$ cat src/hw/cmcm_pkg.sv
// Purpose: shared constants for the cell monitor command link
// Assumes: one-byte commands, each followed by a fixed check byte
// Notes:   link is a serial clock/select/data-in/data-out bus, msb first
package cmcm_pkg;
	// ------------------------------------------------------------------
	// command codes and check bytes
	// ------------------------------------------------------------------
	localparam logic [7:0] CMD_WRITE_CFG     = 8'h01;
	localparam logic [7:0] CMD_READ_CFG      = 8'h02;
	localparam logic [7:0] CMD_READ_CELLS    = 8'h04;
	localparam logic [7:0] CMD_READ_FLAGS    = 8'h0c;
	localparam logic [7:0] CMD_OPEN_WIRE_ALL = 8'h20;
	localparam logic [7:0] CMD_OPEN_WIRE_LST = 8'h2c;
	localparam logic [7:0] CMD_TEMP_ALL      = 8'h30;
	localparam logic [7:0] CMD_TEMP_INTERNAL = 8'h33;
	localparam logic [7:0] CMD_TEMP_TEST_1   = 8'h3e;
	localparam logic [7:0] CMD_TEMP_TEST_2   = 8'h3f;
	localparam logic [7:0] CMD_CONV_POLL     = 8'h40;
	localparam logic [7:0] CMD_ALARM_POLL    = 8'h50;
	localparam logic [7:0] CMD_DIAGNOSE      = 8'h52;
	localparam logic [7:0] CMD_DIAG_READ     = 8'h54;
	localparam logic [7:0] CMD_BAL_ALL       = 8'h60;
	localparam logic [7:0] CMD_BAL_LAST      = 8'h6c;
	localparam logic [7:0] CMD_OW_BAL_ALL    = 8'h70;
	localparam logic [7:0] CMD_OW_BAL_LAST   = 8'h7c;
	// ------------------------------------------------------------------
	// register group layout
	// ------------------------------------------------------------------
	localparam int CFG_BYTES   = 6;
	localparam int CELL_BYTES  = 18;
	localparam int CELL_BYTES10 = 15;
	localparam int FLAG_BYTES  = 3;
	localparam int DIAG_BYTES  = 2;
	localparam int CFG0_WDT    = 7;
	localparam int CFG0_GPIO2  = 6;
	localparam int CFG0_GPIO1  = 5;
	localparam int CFG0_LVLSEL = 4;
	localparam int CFG0_TEN    = 3;
	localparam logic [7:0] CFG0_RESET = 8'h60;
	localparam logic [11:0] READING_BUSY = 12'hfff;
	// ------------------------------------------------------------------
	// host register map (word index on the software port)
	// ------------------------------------------------------------------
	localparam logic [3:0] H_CTRL   = 4'h0;
	localparam logic [3:0] H_STATUS = 4'h1;
	localparam logic [3:0] H_TXDATA = 4'h2;
	localparam logic [3:0] H_RXDATA = 4'h3;
	localparam logic [3:0] H_IRQ_ST = 4'h4;
	localparam logic [3:0] H_IRQ_EN = 4'h5;
	localparam logic [3:0] H_IRQ_CL = 4'h6;
	localparam logic [3:0] H_DIV    = 4'h7;
	localparam logic [7:0] DIV_RESET = 8'h04;

	typedef enum logic [2:0] {
		CMCM_CK_NONE, CMCM_CK_WRITE, CMCM_CK_READ, CMCM_CK_POLL,
		CMCM_CK_START
	} cmcm_kind_t;

	// pairs a command with its fixed check byte; zero marks unknown
	function automatic logic [7:0] check_byte(input logic [7:0] c);
		case (c)
			8'h01: check_byte = 8'hc7;  8'h02: check_byte = 8'hce;
			8'h04: check_byte = 8'hdc;  8'h0c: check_byte = 8'he4;
			8'h20: check_byte = 8'h20;  8'h21: check_byte = 8'h27;
			8'h22: check_byte = 8'h2e;  8'h23: check_byte = 8'h29;
			8'h24: check_byte = 8'h3c;  8'h25: check_byte = 8'h3b;
			8'h26: check_byte = 8'h32;  8'h27: check_byte = 8'h35;
			8'h28: check_byte = 8'h18;  8'h29: check_byte = 8'h1f;
			8'h2a: check_byte = 8'h16;  8'h2b: check_byte = 8'h11;
			8'h2c: check_byte = 8'h04;  8'h30: check_byte = 8'h50;
			8'h31: check_byte = 8'h57;  8'h32: check_byte = 8'h5e;
			8'h33: check_byte = 8'h59;  8'h3e: check_byte = 8'h7a;
			8'h3f: check_byte = 8'h7d;  8'h40: check_byte = 8'h07;
			8'h50: check_byte = 8'h77;  8'h52: check_byte = 8'h79;
			8'h54: check_byte = 8'h6b;  8'h60: check_byte = 8'he7;
			8'h61: check_byte = 8'he0;  8'h62: check_byte = 8'he9;
			8'h63: check_byte = 8'hee;  8'h64: check_byte = 8'hfb;
			8'h65: check_byte = 8'hfc;  8'h66: check_byte = 8'hf5;
			8'h67: check_byte = 8'hf2;  8'h68: check_byte = 8'hdf;
			8'h69: check_byte = 8'hd8;  8'h6a: check_byte = 8'hd1;
			8'h6b: check_byte = 8'hd6;  8'h6c: check_byte = 8'hc3;
			8'h70: check_byte = 8'h97;  8'h71: check_byte = 8'h90;
			8'h72: check_byte = 8'h99;  8'h73: check_byte = 8'h9e;
			8'h74: check_byte = 8'h8b;  8'h75: check_byte = 8'h8c;
			8'h76: check_byte = 8'h85;  8'h77: check_byte = 8'h82;
			8'h78: check_byte = 8'haf;  8'h79: check_byte = 8'ha8;
			8'h7a: check_byte = 8'ha1;  8'h7b: check_byte = 8'ha6;
			8'h7c: check_byte = 8'hb3;
			default: check_byte = 8'h00;
		endcase
	endfunction : check_byte

	// sorts a command into the kind of transfer that follows it
	function automatic cmcm_kind_t cmd_kind(input logic [7:0] c);
		if (c == CMD_WRITE_CFG)
			cmd_kind = CMCM_CK_WRITE;
		else if (c == CMD_READ_CFG || c == CMD_READ_CELLS ||
			c == CMD_READ_FLAGS || c == CMD_DIAG_READ)
			cmd_kind = CMCM_CK_READ;
		else if (c == CMD_CONV_POLL || c == CMD_ALARM_POLL)
			cmd_kind = CMCM_CK_POLL;
		else if (check_byte(c) != 8'h00)
			cmd_kind = CMCM_CK_START;
		else
			cmd_kind = CMCM_CK_NONE;
	endfunction : cmd_kind
endpackage : cmcm_pkg

$ cat src/hw/cmcm_link_if.sv
// Purpose: serial link joining the monitor end and the master end
// Assumes: data out is a plain push-pull line from the monitor
// Notes:   no clocking block; both ends sample on their own mclk
`timescale 1ns/100ps
`default_nettype none
interface cmcm_link_if;
	logic sclk;     // serial clock, made by the master
	logic csb_n;    // frame select, active low
	logic sdi;      // master to monitor
	logic sdo;      // monitor to master
	modport monitor (input sclk, input csb_n, input sdi, output sdo);
	modport master  (output sclk, output csb_n, output sdi, input sdo);
endinterface : cmcm_link_if
`default_nettype wire

$ cat src/hw/cmcm_monitor.sv
// Purpose: monitor end: decodes commands, serves register groups
// Assumes: link mode 3, bits taken on sclk rise, msb first
// Notes:   cell readings and flags come in from the analogue side
//
// Summary of operation
// - 0x20 all-cell open wire, 0x21-0x2C single
// - 0x30-0x33 temperature, 0x3E/0x3F self tests
// - 0x40 conversion poll, 0x50 alarm poll
// - 0x52 starts diagnose, 0x54 reads diagnostics
// - 0x60-0x6C conversions with discharge kept
// - 0x70-0x7C open wire with discharge kept
// - every command followed by its check byte
// - config byte 0 field order from bit 7
// - readings packed two per three bytes
// - ten-cell mode hides last three reading bytes
// - flags four cells per byte, under low
// - ten-cell mode forces cell 11/12 flags low; here only in the flag read, the alarm poll still sees them
// - level polling drives a level, not toggles
// - reading busy returns all ones
//
// Decided for this implementation: the register offsets and the plain strobed port.
`timescale 1ns/100ps
`default_nettype none
module cmcm_monitor
	import cmcm_pkg::*;
(
	input  wire logic          mclk,
	input  wire logic          reset_n,
	cmcm_link_if.monitor       link,
	input  wire logic [143:0]  cell_values,
	input  wire logic [11:0]   cell_busy,
	input  wire logic [11:0]   cell_under,
	input  wire logic [11:0]   cell_over,
	input  wire logic [15:0]   diag_value,
	input  wire logic          adc_busy,
	output logic [7:0]         start_cmd,
	output logic               start_pulse,
	output logic [47:0]        config_out,
	output logic               sdo_reg_dbg
);
	typedef enum {CMCM_IDLE, CMCM_CMD, CMCM_CHK, CMCM_WR, CMCM_RD,
		CMCM_POLL, CMCM_DROP} cmcm_mstate_t;

	logic [2:0]  sclk_s, csb_s, sdi_s;
	logic        rise, fall, frame;
	logic [7:0]  shift_reg, cmd_reg, out_reg;
	logic [2:0]  bit_reg;
	logic [4:0]  idx_reg;
	logic [7:0]  cfg_reg [CFG_BYTES];
	logic        poll_tog_reg, sdo_reg;
	cmcm_mstate_t st_reg;
	logic        byte_done;
	logic [7:0]  rx_byte;
	logic [7:0]  cur_byte;

	// ------------------------------------------------------------------
	// pin synchronisers; only the second and third stage are read
	// ------------------------------------------------------------------
	always_ff @(posedge mclk or negedge reset_n) begin
		if (!reset_n) begin
			sclk_s <= 3'h7;
			csb_s  <= 3'h7;
			sdi_s  <= 3'h0;
		end else begin
			sclk_s <= {sclk_s[1:0], link.sclk};
			csb_s  <= {csb_s[1:0], link.csb_n};
			sdi_s  <= {sdi_s[1:0], link.sdi};
		end
	end
	assign rise      = sclk_s[1] & ~sclk_s[2];
	assign fall      = ~sclk_s[1] & sclk_s[2];
	assign frame     = ~csb_s[1];
	assign rx_byte   = {shift_reg[6:0], sdi_s[1]};
	assign byte_done = frame & rise & (bit_reg == 3'h7);

	// reading as seen on the link: busy cells read all ones
	function automatic logic [11:0] reading(input logic [3:0] n);
		reading = cell_busy[n] ? READING_BUSY
			: cell_values[n*12 +: 12];
	endfunction : reading

	// byte k of the selected group, lowest first
	function automatic logic [7:0] group_byte(input logic [7:0] c,
		input logic [4:0] k);
		logic [3:0]  p;
		logic [11:0] a, b;
		logic [1:0]  r;
		logic [11:0] uv, ov;
		int          f;
		p  = 4'(k / 3);
		r  = 2'(k % 3);
		a  = reading(4'(p * 2));
		b  = reading(4'(p * 2 + 1));
		uv = cell_under;
		ov = cell_over;
		group_byte = 8'h00;
		if (cfg_reg[0][CFG0_TEN]) begin
			uv[11:10] = 2'b00;
			ov[11:10] = 2'b00;
		end
		if (c == CMD_READ_CFG) begin
			if (k < 5'(CFG_BYTES))
				group_byte = cfg_reg[k[2:0]];
		end else if (c == CMD_READ_CELLS) begin
			case (r)
				2'd0:    group_byte = a[7:0];
				2'd1:    group_byte = {b[3:0], a[11:8]};
				default: group_byte = b[11:4];
			endcase
		end else if (c == CMD_READ_FLAGS) begin
			for (f = 0; f < 4; f++) begin
				group_byte[2*f]   = uv[k[1:0]*4 + f];
				group_byte[2*f+1] = ov[k[1:0]*4 + f];
			end
		end else if (c == CMD_DIAG_READ) begin
			group_byte = k[0] ? diag_value[15:8] : diag_value[7:0];
		end
	endfunction : group_byte

	// number of bytes a read command returns
	function automatic logic [4:0] group_len(input logic [7:0] c,
		input logic ten);
		if (c == CMD_READ_CFG)
			group_len = 5'(CFG_BYTES);
		else if (c == CMD_READ_CELLS)
			group_len = ten ? 5'(CELL_BYTES10) : 5'(CELL_BYTES);
		else if (c == CMD_READ_FLAGS)
			group_len = 5'(FLAG_BYTES);
		else
			group_len = 5'(DIAG_BYTES);
	endfunction : group_len

	// group byte now due, shared by the load and its first bit
	always_comb cur_byte = group_byte(cmd_reg, idx_reg);

	// ------------------------------------------------------------------
	// command sequencer
	// ------------------------------------------------------------------
	always_ff @(posedge mclk or negedge reset_n) begin
		if (!reset_n) begin
			st_reg      <= CMCM_IDLE;
			shift_reg   <= 8'h00;
			bit_reg     <= 3'h0;
			cmd_reg     <= 8'h00;
			idx_reg     <= 5'h00;
			start_cmd   <= 8'h00;
			start_pulse <= 1'b0;
		end else begin
			start_pulse <= 1'b0;
			if (!frame) begin
				st_reg  <= CMCM_CMD;
				bit_reg <= 3'h0;
				idx_reg <= 5'h00;
			end else begin
				if (rise) begin
					shift_reg <= rx_byte;
					bit_reg   <= bit_reg + 3'h1;
				end
				if (byte_done) begin
					case (st_reg)
						CMCM_CMD: begin
							cmd_reg <= rx_byte;
							st_reg  <= CMCM_CHK;
						end
						CMCM_CHK: begin
							// wrong or missing check byte drops frame
							if (check_byte(cmd_reg) == 8'h00 ||
								rx_byte != check_byte(cmd_reg))
								st_reg <= CMCM_DROP;
							else case (cmd_kind(cmd_reg))
								CMCM_CK_WRITE: st_reg <= CMCM_WR;
								CMCM_CK_READ:  st_reg <= CMCM_RD;
								CMCM_CK_POLL:  st_reg <= CMCM_POLL;
								default: begin
									start_cmd   <= cmd_reg;
									start_pulse <= 1'b1;
									st_reg      <= CMCM_POLL;
								end
							endcase
						end
						CMCM_WR, CMCM_RD: idx_reg <= idx_reg + 5'h01;
						default: st_reg <= st_reg;
					endcase
				end
			end
		end
	end

	// ------------------------------------------------------------------
	// configuration group; bit 7 is a plain stored bit, reset low and written like the rest
	// ------------------------------------------------------------------
	always_ff @(posedge mclk or negedge reset_n) begin
		if (!reset_n) begin
			cfg_reg[0] <= CFG0_RESET;
			for (int i = 1; i < CFG_BYTES; i++)
				cfg_reg[i] <= 8'h00;
		end else if (byte_done && st_reg == CMCM_WR &&
			idx_reg < 5'(CFG_BYTES)) begin
			cfg_reg[idx_reg[2:0]] <= rx_byte;
		end
	end
	assign config_out = {cfg_reg[5], cfg_reg[4], cfg_reg[3],
		cfg_reg[2], cfg_reg[1], cfg_reg[0]};

	// ------------------------------------------------------------------
	// data out: read shifter and poll response
	// ------------------------------------------------------------------
	always_ff @(posedge mclk or negedge reset_n) begin
		if (!reset_n) begin
			out_reg      <= 8'h00;
			poll_tog_reg <= 1'b0;
			sdo_reg      <= 1'b1;
		end else if (!frame) begin
			poll_tog_reg <= 1'b0;
			sdo_reg      <= 1'b1;
		end else if (st_reg == CMCM_RD) begin
			if (fall && bit_reg == 3'h0) begin
				out_reg <= cur_byte << 1;
				sdo_reg <= (idx_reg < group_len(cmd_reg, cfg_reg[0][CFG0_TEN]))
					? cur_byte[7] : 1'b0;
			end else if (fall) begin
				out_reg <= out_reg << 1;
				sdo_reg <= (idx_reg < group_len(cmd_reg, cfg_reg[0][CFG0_TEN]))
					? out_reg[7] : 1'b0;
			end
		end else if (st_reg == CMCM_POLL) begin
			// busy reads low; toggle mode flips on each clock when idle
			if (cfg_reg[0][CFG0_LVLSEL])
				sdo_reg <= ~(cmd_reg == CMD_ALARM_POLL
					? |(cell_under | cell_over) : adc_busy);
			else if (fall) begin
				poll_tog_reg <= ~poll_tog_reg;
				sdo_reg <= (cmd_reg == CMD_ALARM_POLL
					? |(cell_under | cell_over) : adc_busy)
					? 1'b0 : ~poll_tog_reg;
			end
		end
	end
	assign link.sdo    = sdo_reg;
	assign sdo_reg_dbg = sdo_reg;
endmodule : cmcm_monitor
`default_nettype wire

$ cat src/flat_wrapper.sv
// flat-port wrapper written by rule: the top's interface ports become plain ports
module cmcm_monitor_flat import cmcm_pkg::*;
  (mclk, reset_n, cell_values, cell_busy, cell_under, cell_over, diag_value, adc_busy, start_cmd, start_pulse, config_out, sdo_reg_dbg, link_sclk, link_csb_n, link_sdi, link_sdo);
  cmcm_link_if link_i ();
  input  wire logic mclk;
  input  wire logic reset_n;
  input  wire logic [143:0] cell_values;
  input  wire logic [11:0] cell_busy;
  input  wire logic [11:0] cell_under;
  input  wire logic [11:0] cell_over;
  input  wire logic [15:0] diag_value;
  input  wire logic adc_busy;
  output logic [7:0] start_cmd;
  output logic start_pulse;
  output logic [47:0] config_out;
  output logic sdo_reg_dbg;
  input wire logic [$bits(link_i.sclk)-1:0] link_sclk;
  input wire logic [$bits(link_i.csb_n)-1:0] link_csb_n;
  input wire logic [$bits(link_i.sdi)-1:0] link_sdi;
  output wire logic [$bits(link_i.sdo)-1:0] link_sdo;
  assign link_i.sclk = link_sclk;
  assign link_i.csb_n = link_csb_n;
  assign link_i.sdi = link_sdi;
  assign link_sdo = link_i.sdo;
  cmcm_monitor u_core (.mclk(mclk), .reset_n(reset_n), .link(link_i), .cell_values(cell_values), .cell_busy(cell_busy), .cell_under(cell_under), .cell_over(cell_over), .diag_value(diag_value), .adc_busy(adc_busy), .start_cmd(start_cmd), .start_pulse(start_pulse), .config_out(config_out), .sdo_reg_dbg(sdo_reg_dbg));
endmodule
$ cat config.mk
export PLATFORM = sky130hd
export DESIGN_NAME = cmcm_monitor_flat
export DESIGN_NICKNAME = d
export VERILOG_FILES = /design/src/hw/cmcm_pkg.sv /design/src/hw/cmcm_link_if.sv /design/src/hw/cmcm_monitor.sv /design/src/flat_wrapper.sv
export SDC_FILE = /design/constraint.sdc
export NUM_CORES = 1
export LEC_CHECK = 0
export BUFFER_PORTS_ARGS = -buffer_cell sky130_fd_sc_hd__buf_2
export CORE_ASPECT_RATIO = 2
export CORE_MARGIN = 2
export CORE_UTILIZATION = 55
export DETAILED_ROUTE_END_ITERATION = 8
export HOLD_SLACK_MARGIN = 0.1
export PLACE_DENSITY = 0.9
export SYNTH_ARGS = -nofsm -noshare
export SYNTH_HDL_FRONTEND = slang
export SYNTH_SLANG_ARGS = --single-unit
$ cat constraint.sdc
create_clock -name mclk -period 12 [get_ports mclk]
set_input_delay 1.2 -clock mclk [delete_from_list [all_inputs] [get_ports mclk]]
set_output_delay 1.2 -clock mclk [all_outputs]
set_load 0.02 [all_outputs]
Yosys cells after proc, flatten, opt, wreduce, memory -nomap -nowiden
Memory sizes are Yosys's and may differ from the RTL's. Cells that the tools add are included.

Equal/unequal tests: 23. Bitwise gates (word level): 13. Divide/modulo/power cells: 2. $lt $le $gt $ge: 11. Shifts and indexed selects: 2. Multipliers: 2. Add/subtract/negate cells: 6. Reductions and logical operators: 33. Mux-type cells: 105.

Operators by type and width (count): $shiftx 144x9->12 (2); $mux 8 (27); $lt 32x5->1 const B (3); $mux 32 (3); $mux 5 (13); $eq 32x2->1 const B (2); $eq 32x3->1 const B (2); $eq 32x4->1 const B (2); $pmux 32 s2 (1); $bwmux 48 (1); $div 5x2->32 const B (1); $eq 32x1->1 const B (1); $mod 5x2->32 const B (1); $mux 1 (32); $mux 3 (10); $bmux 1 s4 (7); $bmux 8 s3 (1); $demux 8 s3 (1); $eq 8x7->1 const B (3); $mux 12 (2); $pmux 8 s2 (1); $lt 4x5->1 const B (3); $or 12x12->12 (1); $reduce_bool 2->1 (6); other kinds (44) (71).

Bits in registers: 129. Word-level logic and storage cells: 219. Memories kept: 3. Bits in read-only memories: 3072.

Memory list: (name not given) (depth 128, width 8, rd ports 1, clocked after memory_dff 0, write ports 0, RTL line cmcm_pkg.sv:61) `case (c)`; (name not given) (depth 128, width 8, rd ports 1, clocked after memory_dff 0, write ports 0, RTL line cmcm_pkg.sv:61); (name not given) (depth 128, width 8, rd ports 1, clocked after memory_dff 0, write ports 0, RTL line cmcm_pkg.sv:61).

Logic depth before layout (Yosys ltp)
Gate-level depths: netlist of run 1.

Depth after elaboration: 28. Depth in mapped cells: 25. Depth with buffers taken out: 20.

Least setup slack after synthesis of run 1
No wires, ideal clock.

Path kind: register to register. From: register u_core.idx_reg[3]. To: register u_core.out_reg[7]. Arrival time: 4.457 ns. Data required time: 11.872 ns. Setup time: 0.128 ns. Cell stages (with the launch flop): 21. Slack: 7.416 ns. Clock period less this slack: 4.584 ns. Cell sequence: dfrtp_1 -> buf_6 -> inv_1 -> ha_1 -> nor2b_1 -> nand2_1 -> o21ai_0 -> a21oi_1 -> ha_1 -> o21ba_2 -> o2111a_1 -> xnor2_2 -> clkinv_1 -> ha_1 -> o41a_4 -> nor2_2 -> buf_6 -> buf_2 -> mux4_2 -> a221oi_1 -> nor3_1.

Longest elaborated chain between the ends: 9. Elaborated cells between the ends (all ways): 21.

Ends and longest elaborated chain: start: declaration (RTL line cmcm_monitor.sv:48) `logic [4:0] idx_reg;`; start signal: assignment (RTL line cmcm_monitor.sv:181) `CMCM_WR, CMCM_RD: idx_reg <= idx_reg + 5'h01;`; $div 5x2->32 (RTL line cmcm_monitor.sv:90) `p = 4'(k / 3);`; $add 4x1->4 (RTL line cmcm_monitor.sv:93) `b = reading(4'(p * 2 + 1));`; $mul 4x2->6 or $bmux 1 s4 (tied branches) (RTL line cmcm_monitor.sv:79, cmcm_monitor.sv:78); $shiftx 144x9->12 or $mux 1 (tied branches) (RTL line cmcm_monitor.sv:79, cmcm_monitor.sv:78); $mux 12 (RTL line cmcm_monitor.sv:78) `reading = cell_busy[n] ? READING_BUSY`; $pmux 8 s2 (RTL line cmcm_monitor.sv:105) `case (r)`; $mux 8 (RTL line cmcm_monitor.sv:104) `end else if (c == CMD_READ_CELLS) begin`; $mux 8 * (RTL line cmcm_monitor.sv:101) `if (c == CMD_READ_CFG) begin`; $mux 8 * (RTL line cmcm_monitor.sv:217) `if (fall && bit_reg == 3'h0) begin`; end signal: assignment (RTL line cmcm_monitor.sv:218) `out_reg <= cur_byte << 1;`; end signal: assignment (RTL line cmcm_monitor.sv:222) `out_reg <= out_reg << 1;`; end: declaration (RTL line cmcm_monitor.sv:46) `logic [7:0] shift_reg, cmd_reg, out_reg;`.

Mark *: on every way between the ends. The rest lies on a longest branch, timed or not. The select of a mux whose other input is x is not followed. A chain may end at the register's enable or synchronous reset.

Worst setup path in the final report of run 1
From: register u_core.idx_reg[3]. To: register u_core.out_reg[5].

The elaborated chain is that of the path after synthesis.

==> results of run 1 <==
logic make-up (layout without fill, tap and decap cells):
| family | after synthesis | count (layout) | synth area share [%] |
|---|---|---|---|
| and+or+nand+nor | 317 | 317 | 18.9 |
| xor gates and xnor gates | 13 | 13 | 1.47 |
| DFF | 99 | 99 | 30.2 |
| muxes | 124 | 124 | 18.1 |
| AOI/OAI and AO/OA | 258 | 258 | 22.0 |
| buffers and inverters | 95 | 310 | 5.55 |
| adders and majority gates | 25 | 25 | 3.77 |
cell type report:
cell class | instances | area (um^2)
Inverter | 22 | 82.6
Timing Repair Buffer | 272 | 1390
Clock inverter | 7 | 97.6
Sequential cell | 99 | 2490
Tap cell | 195 | 244
Clock buffer | 9 | 225
Fill cell | 1230 | 4870
Multi-Input combinational cell | 737 | 5340
metrics by stage:
| step | worst slack [ns] | utilization [%] | power (mW) |
|---|---|---|---|
| 6_report | 5.65 | 67.0 | 0.781 |
| 5_1_grt | 5.29 | 67.0 | 0.803 |
| 4_1_cts | 5.81 | 67.0 | 0.779 |
| 3_5_place_dp | 5.85 | 64.8 | 0.466 |
| 3_3_place_gp | 5.94 | 64.8 | 0.462 |
| 2_1_floorplan | 7.42 | - | 0.404 |
layer usage:
layer	vias to the layer above	part of all wire, %
met2	591	52
met5	-	0.042
met1	4071	33
met4	2	7.9
li1	3905	-
met3	137	7.3
power breakdown:
part / leakage, nW / internal (mW) / switching (mW)
combinational: 3.16 / 0.0448 / 0.0425
clock: 0.159 / 0.170 / 0.149
sequential: 1.31 / 0.344 / 0.0307
total: 4.63 / 0.558 / 0.222
how the worst min path moves through the flow:
stage	to	slack, ns	cells after the start
after floorplan	u_core.sdi_s[1]	0.33	0
after global placement	u_core.sdi_s[1]	0.33	0
after detailed placement	u_core.sdi_s[1]	0.34	0
final	u_core.sdi_s[1]	0.36	0
after CTS	u_core.sdi_s[1]	0.36	0
after global routing	u_core.csb_s[1]	0.36	0
layout by cell type, fill, tap and decap left out, drive strengths merged, types with 12 or more instances in the layout:
| cell | n |
|---|---|
| nor2b | 14 |
| mux4 | 13 |
| nor2 | 61 |
| mux2 | 68 |
| mux2i | 43 |
| nand3 | 35 |
| a21oi | 74 |
| dfrtp | 91 |
| inv | 25 |
| o21ai | 49 |
| and3 | 19 |
| nand2 | 117 |
| buf | 272 |
| a221oi | 26 |
| ha | 24 |
| nand4 | 12 |
| nand2b | 14 |
==> results by group, run 1 <==
Synth
  – Unique masters post-synth: 93
  – Net Count, Synth: 1157
  – Synth top cells by count: 116 x nand2_1, 91 x dfrtp_1, 74 x a21oi_1
  – Yosys reg bits: 99
  – Post-synth ARST share: 100%
  – Post-synth EDFFs: 0
  – Yosys warning total: 0
  – Sequential element share of the synthesized area: between 30% and 40%
  – Cell area after synthesis: approximately 8200 um^2
  – Prevailing post-synth register cell: dfrtp_1
  – Cell taking the most area after synthesis: dfrtp_1
  – Top cell type's share of synthesized area: 27.7%
  – Count leader, synth: nand2_1
  – Top post-synthesis cells by area: dfrtp_1 28%, mux2_2 8.8%, nand2_1 5.3%
  – Post-Synthesis Cells: about 930
  – Mean Syn Cell Area: 8.84 um^2

Critical path
  – Setup slack, reg-to-reg: 5.65 ns
  – Worst path slowest cell: a221oi_1
  – WP data arrival: 6.59 ns
  – Worst Path Max Fanout: 57
  – Buf/Inv on CP: 4
  – Crit. Startpoint: u_core.idx_reg[3]
  – Worst reg2reg path startpoint: u_core.idx_reg[3]
  – CP Data Required Time: 12.24 ns
  – Reg2Reg Depth: 22
  – WP depth: 22
  – CP most frequent cell: ha_1
  – Critical Path End: u_core.out_reg[5]
  – Crit path largest cell delay: 0.70 ns
  – CP endpoint kind: flop
  – RR Endpoint: u_core.out_reg[5]
  – CP Cell Sequence: inv_1, ha_1, nor2b_1, nand2_1, o21ai_0, a21oi_1, ha_1, o21ba_2, o2111a_2, buf_4, xnor2_2, clkinv_1, ha_1, nor2_1, o211ai_2, o41ai_4, buf_4, nand4_2, a221oi_1, o2111ai_1, a311oi_1, nor3_1
  – Critical path class: reg2reg
  – Worst setup SP type: flop
  – CP delay by family, top: compound AO/OA/AOI/OAI gates

GRT
  – Met3 GRT Util: 6.39%
  – Number of global-route vias before repair: 8596
  – Top Usage Layer GRT: met2
  – First-pass GRT wire length: 46700 um
  – Initial antenna violation count: 1
  – Total overflow reported by the global router: 0
  – Global Route Usage Sum: 37.9%
  – GR Util met2: ~70%
  – Met1 global-route usage: 36.6%
  – Largest net degree at the start of global routing: slightly below 80

Floorplan
  – Core area: 14700 um^2
  – Starting density of the core: 55.9%
  – FP Rows: 63
  – Die height: 177 um
  – Ports: 261
  – Die Wd: 90.5 um
  – Die area: 16000 um^2

Placement
  – # port buffers: 260
  – Placed cells: 1325
  – GPL Wtd Cong: 1.01
  – DP HPWL: between 20000 and 25000 um
  – Post-Place Cell Area: 9550 um^2

CTS
  – Clock buffer depth: 2
  – Clock transition at path regs: roughly 0.080 ns
  – CTS tree: yes
  – Sink Count: 99
  – Post-CTS setup buffers: 0
  – Htree depth: 3
  – CTS root buf: clkbuf_16
  – Clk_lat worst skew: 0.37 ns
  – Total CTS buffers: 9
  – CTS Hold Bufs: 0
  – Resized cells post-CTS: 0

STA
  – Period minus WS final: 6.35 ns
  – Peak Freq: 0.158 GHz
  – Layout Skew: approximately 0.017 ns
  – Setup Viol. Count Final: 0
  – Hold_ws: 0.360 ns
  – RSZ-0062 raised after global routing: no
  – Worst-margin pin slew: 1.07 ns
  – Crit share post-route: a little over half
  – Final Hold Fails: 0
  – Setup TNS Final: 0 ns
  – Slew headroom: 28.4%
  – Max-slew violation count: 0

Layout
  – Area delta synth->final: 19.9%
  – Layout cells sized above 1: 34.9%
  – Max FFs per register: 48
  – Non-Filler Instances: about 1300
  – Fin area: 9870 um^2
  – Nets@finish: about 1400
  – # diodes: 0

Drt
  – Post-route ant nets: 0
  – Total Routed Length: 31000 um
  – Routed len/inst: 23.1 um
  – Via Count: 8706
  – Detailed Route Iter0 Violations: between 700 and 800
  – Drt pass-1 iters: 5
  – DR vias/cell: 6.49
  – DRC violations left: 0

Worst hold path
  – Worst hold path type: reg2reg
  – Min-Delay Startpoint: u_core.sdi_s[0]

Pwr
  – Power Density: 79.1 nW/um^2
  – Worst vdd ir: 0.000104 V
  – Lkg Pwr: 4.63 nW

Flow run
  – MaxCap Viol Count: 0

Outcome
  – Status: completed
(Power assumes the default switching activity.)
==> run 2: changes to the inputs <==
--- a/config.mk
+++ b/config.mk
@@ -8,10 +8,10 @@
 export BUFFER_PORTS_ARGS = -buffer_cell sky130_fd_sc_hd__buf_2
 export CORE_ASPECT_RATIO = 2
 export CORE_MARGIN = 2
-export CORE_UTILIZATION = 55
+export CORE_UTILIZATION = 53
 export DETAILED_ROUTE_END_ITERATION = 8
 export HOLD_SLACK_MARGIN = 0.1
-export PLACE_DENSITY = 0.9
+export PLACE_DENSITY = 0.88
 export SYNTH_ARGS = -nofsm -noshare
 export SYNTH_HDL_FRONTEND = slang
 export SYNTH_SLANG_ARGS = --single-unit
==> constraint.sdc (replaced) <==
create_clock -name mclk -period 6.6 [get_ports mclk]
set_input_delay 0.66 -clock mclk [delete_from_list [all_inputs] [get_ports mclk]]
set_output_delay 0.66 -clock mclk [all_outputs]
set_load 0.02 [all_outputs]
==> run 2 against run 1 <==
  * Die area grew 3.7%
  * Via count is 1.1% higher
  * Core utilization shrank 1.9 points
  * Clock skew hardly changed
  * Combinational power is 86% higher
  * Hold slack got worse by 0.15 ns
  * Largest cell class unchanged
  * Critical endpoint is now u_core.out_reg[1]
  * Count of clock-buffer cells in the layout stayed put
  * Maximum frequency increased by 8.7%
  * Sequential share of layout area down 0.083 points
  * First-iteration DRC count shrank 15%
==> results by group, run 2 (synthesis results as in run 1) <==
Layout
  – Area delta synth->final: 20.3% (was 19.9%)
  – Multi-input logic area: 5340 um^2 (unchanged)
  – Nets@finish: 1370 (was 1367)
  – Most frequent cells in the layout: 259 x buf_2, 116 x nand2_1, 90 x dfrtp_1 (unchanged)
  – Layout cells sized above 1: 35.1% (was 34.9%)
  – Fillers: 1284 (was 1230)
  – Seq. cell area: 2490 um^2 (unchanged)
  – Commonest non-fill, non-tap cell in the layout: buf_2 (unchanged)
  – Max FFs per register: 48 (unchanged)

Worst hold path
  – Worst hold path type: in2async (was reg2reg)

STA
  – Setup Viol. Count Final: 0 (unchanged)
  – Layout Skew: 0.0167 ns (was 0.0168 ns)
  – Peak Freq: 0.171 GHz (was 0.158 GHz)
  – Worst-margin pin slew: 1.02 ns (was 1.07 ns)
  – Final Hold Fails: 0 (unchanged)
  – Max-slew violation count: 0 (unchanged)
  – Crit share post-route: 88.5% (was 52.9%)
  – Setup TNS Final: 0 ns (unchanged)
  – Period minus WS final: 5.84 ns (was 6.35 ns)
  – RSZ-0062 raised after global routing: no (unchanged)
  – Slew headroom: 31.6% (was 28.4%)

Drt
  – Routed len/inst: 23.6 um (was 23.1 um)
  – DR vias/cell: 6.53 (was 6.49)
  – DRC violations left: 0 (unchanged)
  – Detailed Route Iter0 Violations: 616 (was 726)
  – Post-route ant nets: 0 (unchanged)
  – Total Routed Length: 31800 um (was 31000 um)
  – Via Count: 8800 (was 8706)
  – Drt pass-1 iters: 5 (unchanged)

Floorplan
  – FP Rows: 64 (was 63)
  – Die height: 180 um (was 177 um)
  – Die area: 16600 um^2 (was 16000 um^2)
  – Ports: 261 (unchanged)
  – Starting density of the core: 54.1% (was 55.9%)
  – Die Wd: 92.1 um (was 90.5 um)
  – Core area: 15200 um^2 (was 14700 um^2)

Pwr
  – Lkg Pwr: 4.65 nW (was 4.63 nW)
  – Power Density: 141 nW/um^2 (was 79.1 nW/um^2)
  – Tot Pwr: 1.40 mW (was 781 uW)
  – Worst vdd ir: 0.000206 V (was 0.000104 V)

Critical path
  – Worst path slowest cell: o41ai_4 (was a221oi_1)
  – Worst Path Max Fanout: 21 (was 57)
  – CP most frequent cell: ha_1 (unchanged)
  – Buf/Inv on CP: 2 (was 4)
  – Reg2Reg Depth: 18 (was 22)
  – CP Cell Sequence: inv_1, ha_1, nor2b_1, nand2_1, o21ai_0, a21oi_1, ha_1, o21ba_2, o2111a_2, xnor2_2, clkinv_1, ha_1, o41ai_4, nand2_2, a221oi_1, o22ai_1, o41ai_1, a22oi_2 (was inv_1, ha_1, nor2b_1, nand2_1, o21ai_0, a21oi_1, ha_1, o21ba_2, o2111a_2, buf_4, xnor2_2, clkinv_1, ha_1, nor2_1, o211ai_2, o41ai_4, buf_4, nand4_2, a221oi_1, o2111ai_1, a311oi_1, nor3_1)
  – WP data arrival: 6.07 ns (was 6.59 ns)
  – Critical path class: reg2reg (unchanged)
  – CP delay by family, top: compound AO/OA/AOI/OAI gates (unchanged)
  – WP depth: 18 (was 22)
  – CP Data Required Time: 6.83 ns (was 12.24 ns)
  – CP endpoint kind: flop (unchanged)
  – Crit path largest cell delay: 0.69 ns (was 0.70 ns)
  – Worst setup SP type: flop (unchanged)

CTS
  – CTS Hold Bufs: 0 (unchanged)
  – CTS root buf: clkbuf_16 (unchanged)
  – CTS tree: yes (unchanged)
  – Htree depth: 3 (unchanged)
  – Post-CTS setup buffers: 0 (unchanged)
  – Clock buffer depth: 2 (unchanged)
  – Clock transition at path regs: 0.09 ns (was 0.08 ns)
  – Clk_lat worst skew: 0.37 ns (about the same)
  – Total CTS buffers: 9 (unchanged)
  – Resized cells post-CTS: 0 (unchanged)
  – Sink Count: 99 (unchanged)

GRT
  – Initial antenna violation count: 1 (unchanged)
  – First-pass GRT wire length: 47600 um (was 46700 um)
  – Global Route Usage Sum: 37.5% (was 37.9%)
  – Largest net degree at the start of global routing: 73 (was 78)
  – Total overflow reported by the global router: 0 (unchanged)
  – Number of global-route vias before repair: 8625 (was 8596)

Flow run
  – MaxCap Viol Count: 0 (unchanged)

Placement
  – GPL Wtd Cong: 1.04 (was 1.01)
  – DP HPWL: 24200 um (was 24100 um)
  – # port buffers: 260 (unchanged)

Outcome
  – Status: completed (unchanged)
-- run 2: cell types whose count changed in the layout (fill, tap and decap cells not counted) --
cell and delta:
bufinv_16 -1, diode_2 +1, inv_6 -1, clkinv_8 +2
clkinv_4 +1, buf_4 +2, buf_12 +1, inv_8 -1
-- run 2: path summary, 6_finish.rpt --
check	start	endpoint	slack (ns)
max	u_core.idx_reg[3]	u_core.out_reg[1]	0.76
min	reset_n	u_core.config_out[24]	0.21
max reg2reg	u_core.idx_reg[3]	u_core.out_reg[1]	0.76
min reg2reg	u_core.csb_s[0]	u_core.csb_s[1]	0.36
max in group asynchronous	reset_n	u_core.poll_tog_reg	5.11
min in group mclk	u_core.csb_s[0]	u_core.csb_s[1]	0.36
-- run 2: per-stage QoR --
stage	cells	hold WS, ns	cell area [um^2]	setup slack [ns]	utilization (%)
floorplan	931	0.331	8230	2.02	-
global placement	1331	0.333	9590	1.07	63.0
detailed placement	1331	0.347	9590	0.922	63.0
CTS	1347	0.213	9900	0.869	65.1
global route	1347	0.220	9900	0.424	65.1
finish	1348	0.208	9900	0.758	65.1
-- run 2: metal layers --
metal	part of all wire (%)	GRT usage (%)	vias up	wire length, um
li1	-	-	3909	-
met1	32	35.5	4153	10100
met2	51	67.4	577	16200
met3	8.6	9.33	161	2720
met4	8.5	28.4	0	2690
met5	0	0	-	0
-- run 2: area by class of cell --
type	count	share of cell area [%]
clock buffers	9	2.27
inverters	22	0.834
multi-input cells	737	53.9
flip-flops and latches	99	25.1
diodes	1	0.0253
well taps	198	2.50
clock inverters	7	0.897
repair buffers	275	14.4
-- run 2: where the power goes --
group	total, mW	leakage (nW)	internal (mW)	switching (mW)
Clock	0.553	0.152	0.273	0.280
Combinational	0.162	3.19	0.0819	0.0806
Sequential	0.679	1.31	0.625	0.0542
Total	1.40	4.65	0.980	0.415
==> run 3: changes to the inputs <==
--- a/config.mk
+++ b/config.mk
@@ -8,10 +8,10 @@
 export BUFFER_PORTS_ARGS = -buffer_cell sky130_fd_sc_hd__buf_2
 export CORE_ASPECT_RATIO = 2
 export CORE_MARGIN = 2
-export CORE_UTILIZATION = 53
+export CORE_UTILIZATION = 40
 export DETAILED_ROUTE_END_ITERATION = 8
 export HOLD_SLACK_MARGIN = 0.1
-export PLACE_DENSITY = 0.88
+export PLACE_DENSITY = 0.7
 export SYNTH_ARGS = -nofsm -noshare
 export SYNTH_HDL_FRONTEND = slang
 export SYNTH_SLANG_ARGS = --single-unit
==> run 3 against run 2 <==
  * Clock power is 6.0% lower
  * Largest cell class unchanged
  * Hold slack improved by 0.095 ns
  * Maximum frequency is 2.1% higher
  * Highest routed layer unchanged
  * Critical endpoint is now u_core.out_reg[3]
==> results by group, run 3 (synthesis results as in run 1) <==
Pwr
  – Tot Pwr: 1.35 mW (was 1.40 mW)
  – Lkg Pwr: 4.64 nW (was 4.65 nW)
  – Worst vdd ir: 0.000188 V (was 0.000206 V)
  – Power Density: 136 nW/um^2 (was 141 nW/um^2)

Layout
  – Max FFs per register: 48 (unchanged)
  – # diodes: 0 (was 1)
  – Fillers: 2029 (was 1284)
  – Commonest non-fill, non-tap cell in the layout: buf_2 (unchanged)
  – Nets@finish: 1370 (unchanged)
  – Fin area: 9960 um^2 (was 9900 um^2)
  – Non-Filler Instances: 1415 (was 1348)
  – Layout cells sized above 1: 35.1% (unchanged)
  – Most frequent cells in the layout: 259 x buf_2, 116 x nand2_1, 90 x dfrtp_1 (unchanged)
  – Area delta synth->final: 20.9% (was 20.3%)

STA
  – Max-slew violation count: 0 (unchanged)
  – Final Hold Fails: 0 (unchanged)
  – Slew headroom: 28.9% (was 31.6%)
  – RSZ-0062 raised after global routing: no (unchanged)
  – Crit share post-route: 86.7% (was 88.5%)
  – Period minus WS final: 5.72 ns (was 5.84 ns)
  – Setup Viol. Count Final: 0 (unchanged)
  – Peak Freq: 0.175 GHz (was 0.171 GHz)
  – Worst-margin pin slew: 1.07 ns (was 1.02 ns)
  – Hold_ws: 0.303 ns (was 0.208 ns)
  – Layout Skew: 0.00852 ns (was 0.0167 ns)
  – Setup TNS Final: 0 ns (unchanged)

GRT
  – Global Route Usage Sum: 29.1% (was 37.5%)
  – Largest net degree at the start of global routing: 57 (was 73)
  – Number of global-route vias before repair: 8420 (was 8625)
  – Initial antenna violation count: 0 (was 1)
  – First-pass GRT wire length: 47900 um (was 47600 um)
  – Total overflow reported by the global router: 0 (unchanged)

CTS
  – Resized cells post-CTS: 0 (unchanged)
  – Htree depth: 3 (unchanged)
  – Clock buffer depth: 2 (unchanged)
  – Clock transition at path regs: 0.07 ns (was 0.09 ns)
  – CTS root buf: clkbuf_16 (unchanged)
  – Sink Count: 99 (unchanged)
  – Post-CTS setup buffers: 0 (unchanged)
  – CTS tree: yes (unchanged)
  – CTS Hold Bufs: 0 (unchanged)
  – Total CTS buffers: 9 (unchanged)
  – Clk_lat worst skew: 0.36 ns (was 0.37 ns)

Critical path
  – CP most frequent cell: ha_1 (unchanged)
  – Setup slack, reg-to-reg: 0.88 ns (was 0.76 ns)
  – Worst Path Max Fanout: 54 (was 21)
  – Worst setup SP type: flop (unchanged)
  – CP Cell Sequence: inv_1, ha_1, nor2b_1, nand2_1, o21ai_0, a21oi_1, ha_1, o21ba_2, o2111a_2, xnor2_2, clkinv_1, ha_1, o41a_4, nor2_4, buf_12, a21oi_1, nor3_1, o21ai_0, o2bb2ai_1 (was inv_1, ha_1, nor2b_1, nand2_1, o21ai_0, a21oi_1, ha_1, o21ba_2, o2111a_2, xnor2_2, clkinv_1, ha_1, o41ai_4, nand2_2, a221oi_1, o22ai_1, o41ai_1, a22oi_2)
  – CP Data Required Time: 6.83 ns (about the same)
  – Critical path class: reg2reg (unchanged)
  – WP data arrival: 5.95 ns (was 6.07 ns)
  – Crit. Startpoint: u_core.idx_reg[3] (unchanged)
  – Reg2Reg Depth: 19 (was 18)
  – Worst reg2reg path startpoint: u_core.idx_reg[3] (unchanged)
  – Buf/Inv on CP: 3 (was 2)
  – Crit path largest cell delay: 0.61 ns (was 0.69 ns)
  – RR Endpoint: u_core.out_reg[3] (was u_core.out_reg[1])
  – Worst path slowest cell: dfrtp_1 (was o41ai_4)
  – CP delay by family, top: compound AO/OA/AOI/OAI gates (unchanged)
  – CP endpoint kind: flop (unchanged)

Drt
  – DR vias/cell: 6.02 (was 6.53)
  – Routed len/inst: 22.9 um (was 23.6 um)
  – Via Count: 8515 (was 8800)
  – Post-route ant nets: 0 (unchanged)
  – Total Routed Length: 32400 um (was 31800 um)
  – Drt pass-1 iters: 5 (unchanged)
  – Detailed Route Iter0 Violations: 526 (was 616)
  – DRC violations left: 0 (unchanged)

Placement
  – DP HPWL: 25500 um (was 24200 um)
  – Post-Place Cell Area: 9670 um^2 (was 9590 um^2)
  – GPL Wtd Cong: 1.04 (about the same)
  – Placed cells: 1399 (was 1331)
  – # port buffers: 260 (unchanged)

Floorplan
  – Die Wd: 105 um (was 92.1 um)
  – Die area: 21800 um^2 (was 16600 um^2)
  – Starting density of the core: 40.6% (was 54.1%)
  – Core area: 20300 um^2 (was 15200 um^2)
  – Die height: 207 um (was 180 um)
  – FP Rows: 74 (was 64)
  – Ports: 261 (unchanged)

Outcome
  – Status: completed (unchanged)

Worst hold path
  – Worst hold path type: in2async (unchanged)

Flow run
  – MaxCap Viol Count: 0 (unchanged)
run 3: changes by cell type in the layout (fill, tap and decap cells not counted), sizes merged:
cell / delta
diode: -1
inv: +1
clkinv: -2
clkbuf: +1
run 3: worst max-delay path by stage:
stage                        endpoint  slack (ns)  cells past startpoint
finish              u_core.out_reg[3]        0.88                     19
CTS                 u_core.out_reg[3]        1.04                     19
detailed placement  u_core.out_reg[3]        1.06                     19
floorplan           u_core.out_reg[7]        2.02                     20
global placement    u_core.out_reg[3]        1.18                     19
global route        u_core.out_reg[1]        0.63                     18
run 3: through the flow:
step	util (%)	setup slack, ns
finish	49.1	0.881
global route	49.1	0.629
CTS	49.1	1.04
detailed placement	47.7	1.06
global placement	47.7	1.18
floorplan	-	2.02
run 3: per-layer routing:
layer / vias to the layer above / share of wire [%] / track usage (%)
met3: 89 / 6.2 / 3.55
met1: 4096 / 33 / 28.3
met2: 413 / 53 / 56.0
li1: 3917 / - / -
met5: - / 0 / 0
met4: 0 / 7.3 / 20.5
run 3: final cells by class:
| class | instances | area [um^2] | area share (%) |
|---|---|---|---|
| Tap cell | 266 | 333 | 3.34 |
| Inverter | 22 | 82.6 | 0.829 |
| Clock buffer | 10 | 239 | 2.40 |
| Sequential cell | 99 | 2490 | 25.0 |
| Clock inverter | 6 | 45.0 | 0.452 |
| Timing Repair Buffer | 275 | 1430 | 14.4 |
| Multi-Input combinational cell | 737 | 5340 | 53.6 |
run 3: worst register-to-register path, stage by stage (launching register included):
cell and delay (ns):
dfrtp_1 0.61, inv_1 0.17, ha_1 0.39, nor2b_1 0.35, nand2_1 0.08, o21ai_0 0.09, a21oi_1 0.10, ha_1 0.30
o21ba_2 0.31, o2111a_2 0.25, xnor2_2 0.18, clkinv_1 0.15, ha_1 0.27, o41a_4 0.54, nor2_4 0.35, buf_12 0.30
a21oi_1 0.26, nor3_1 0.59, o21ai_0 0.16, o2bb2ai_1 0.16
run 3: power by group:
part           leakage (nW)  internal (mW)  switching (mW)
Sequential             1.31          0.625          0.0505
Combinational          3.18         0.0814          0.0765
Clock                 0.144          0.270           0.250
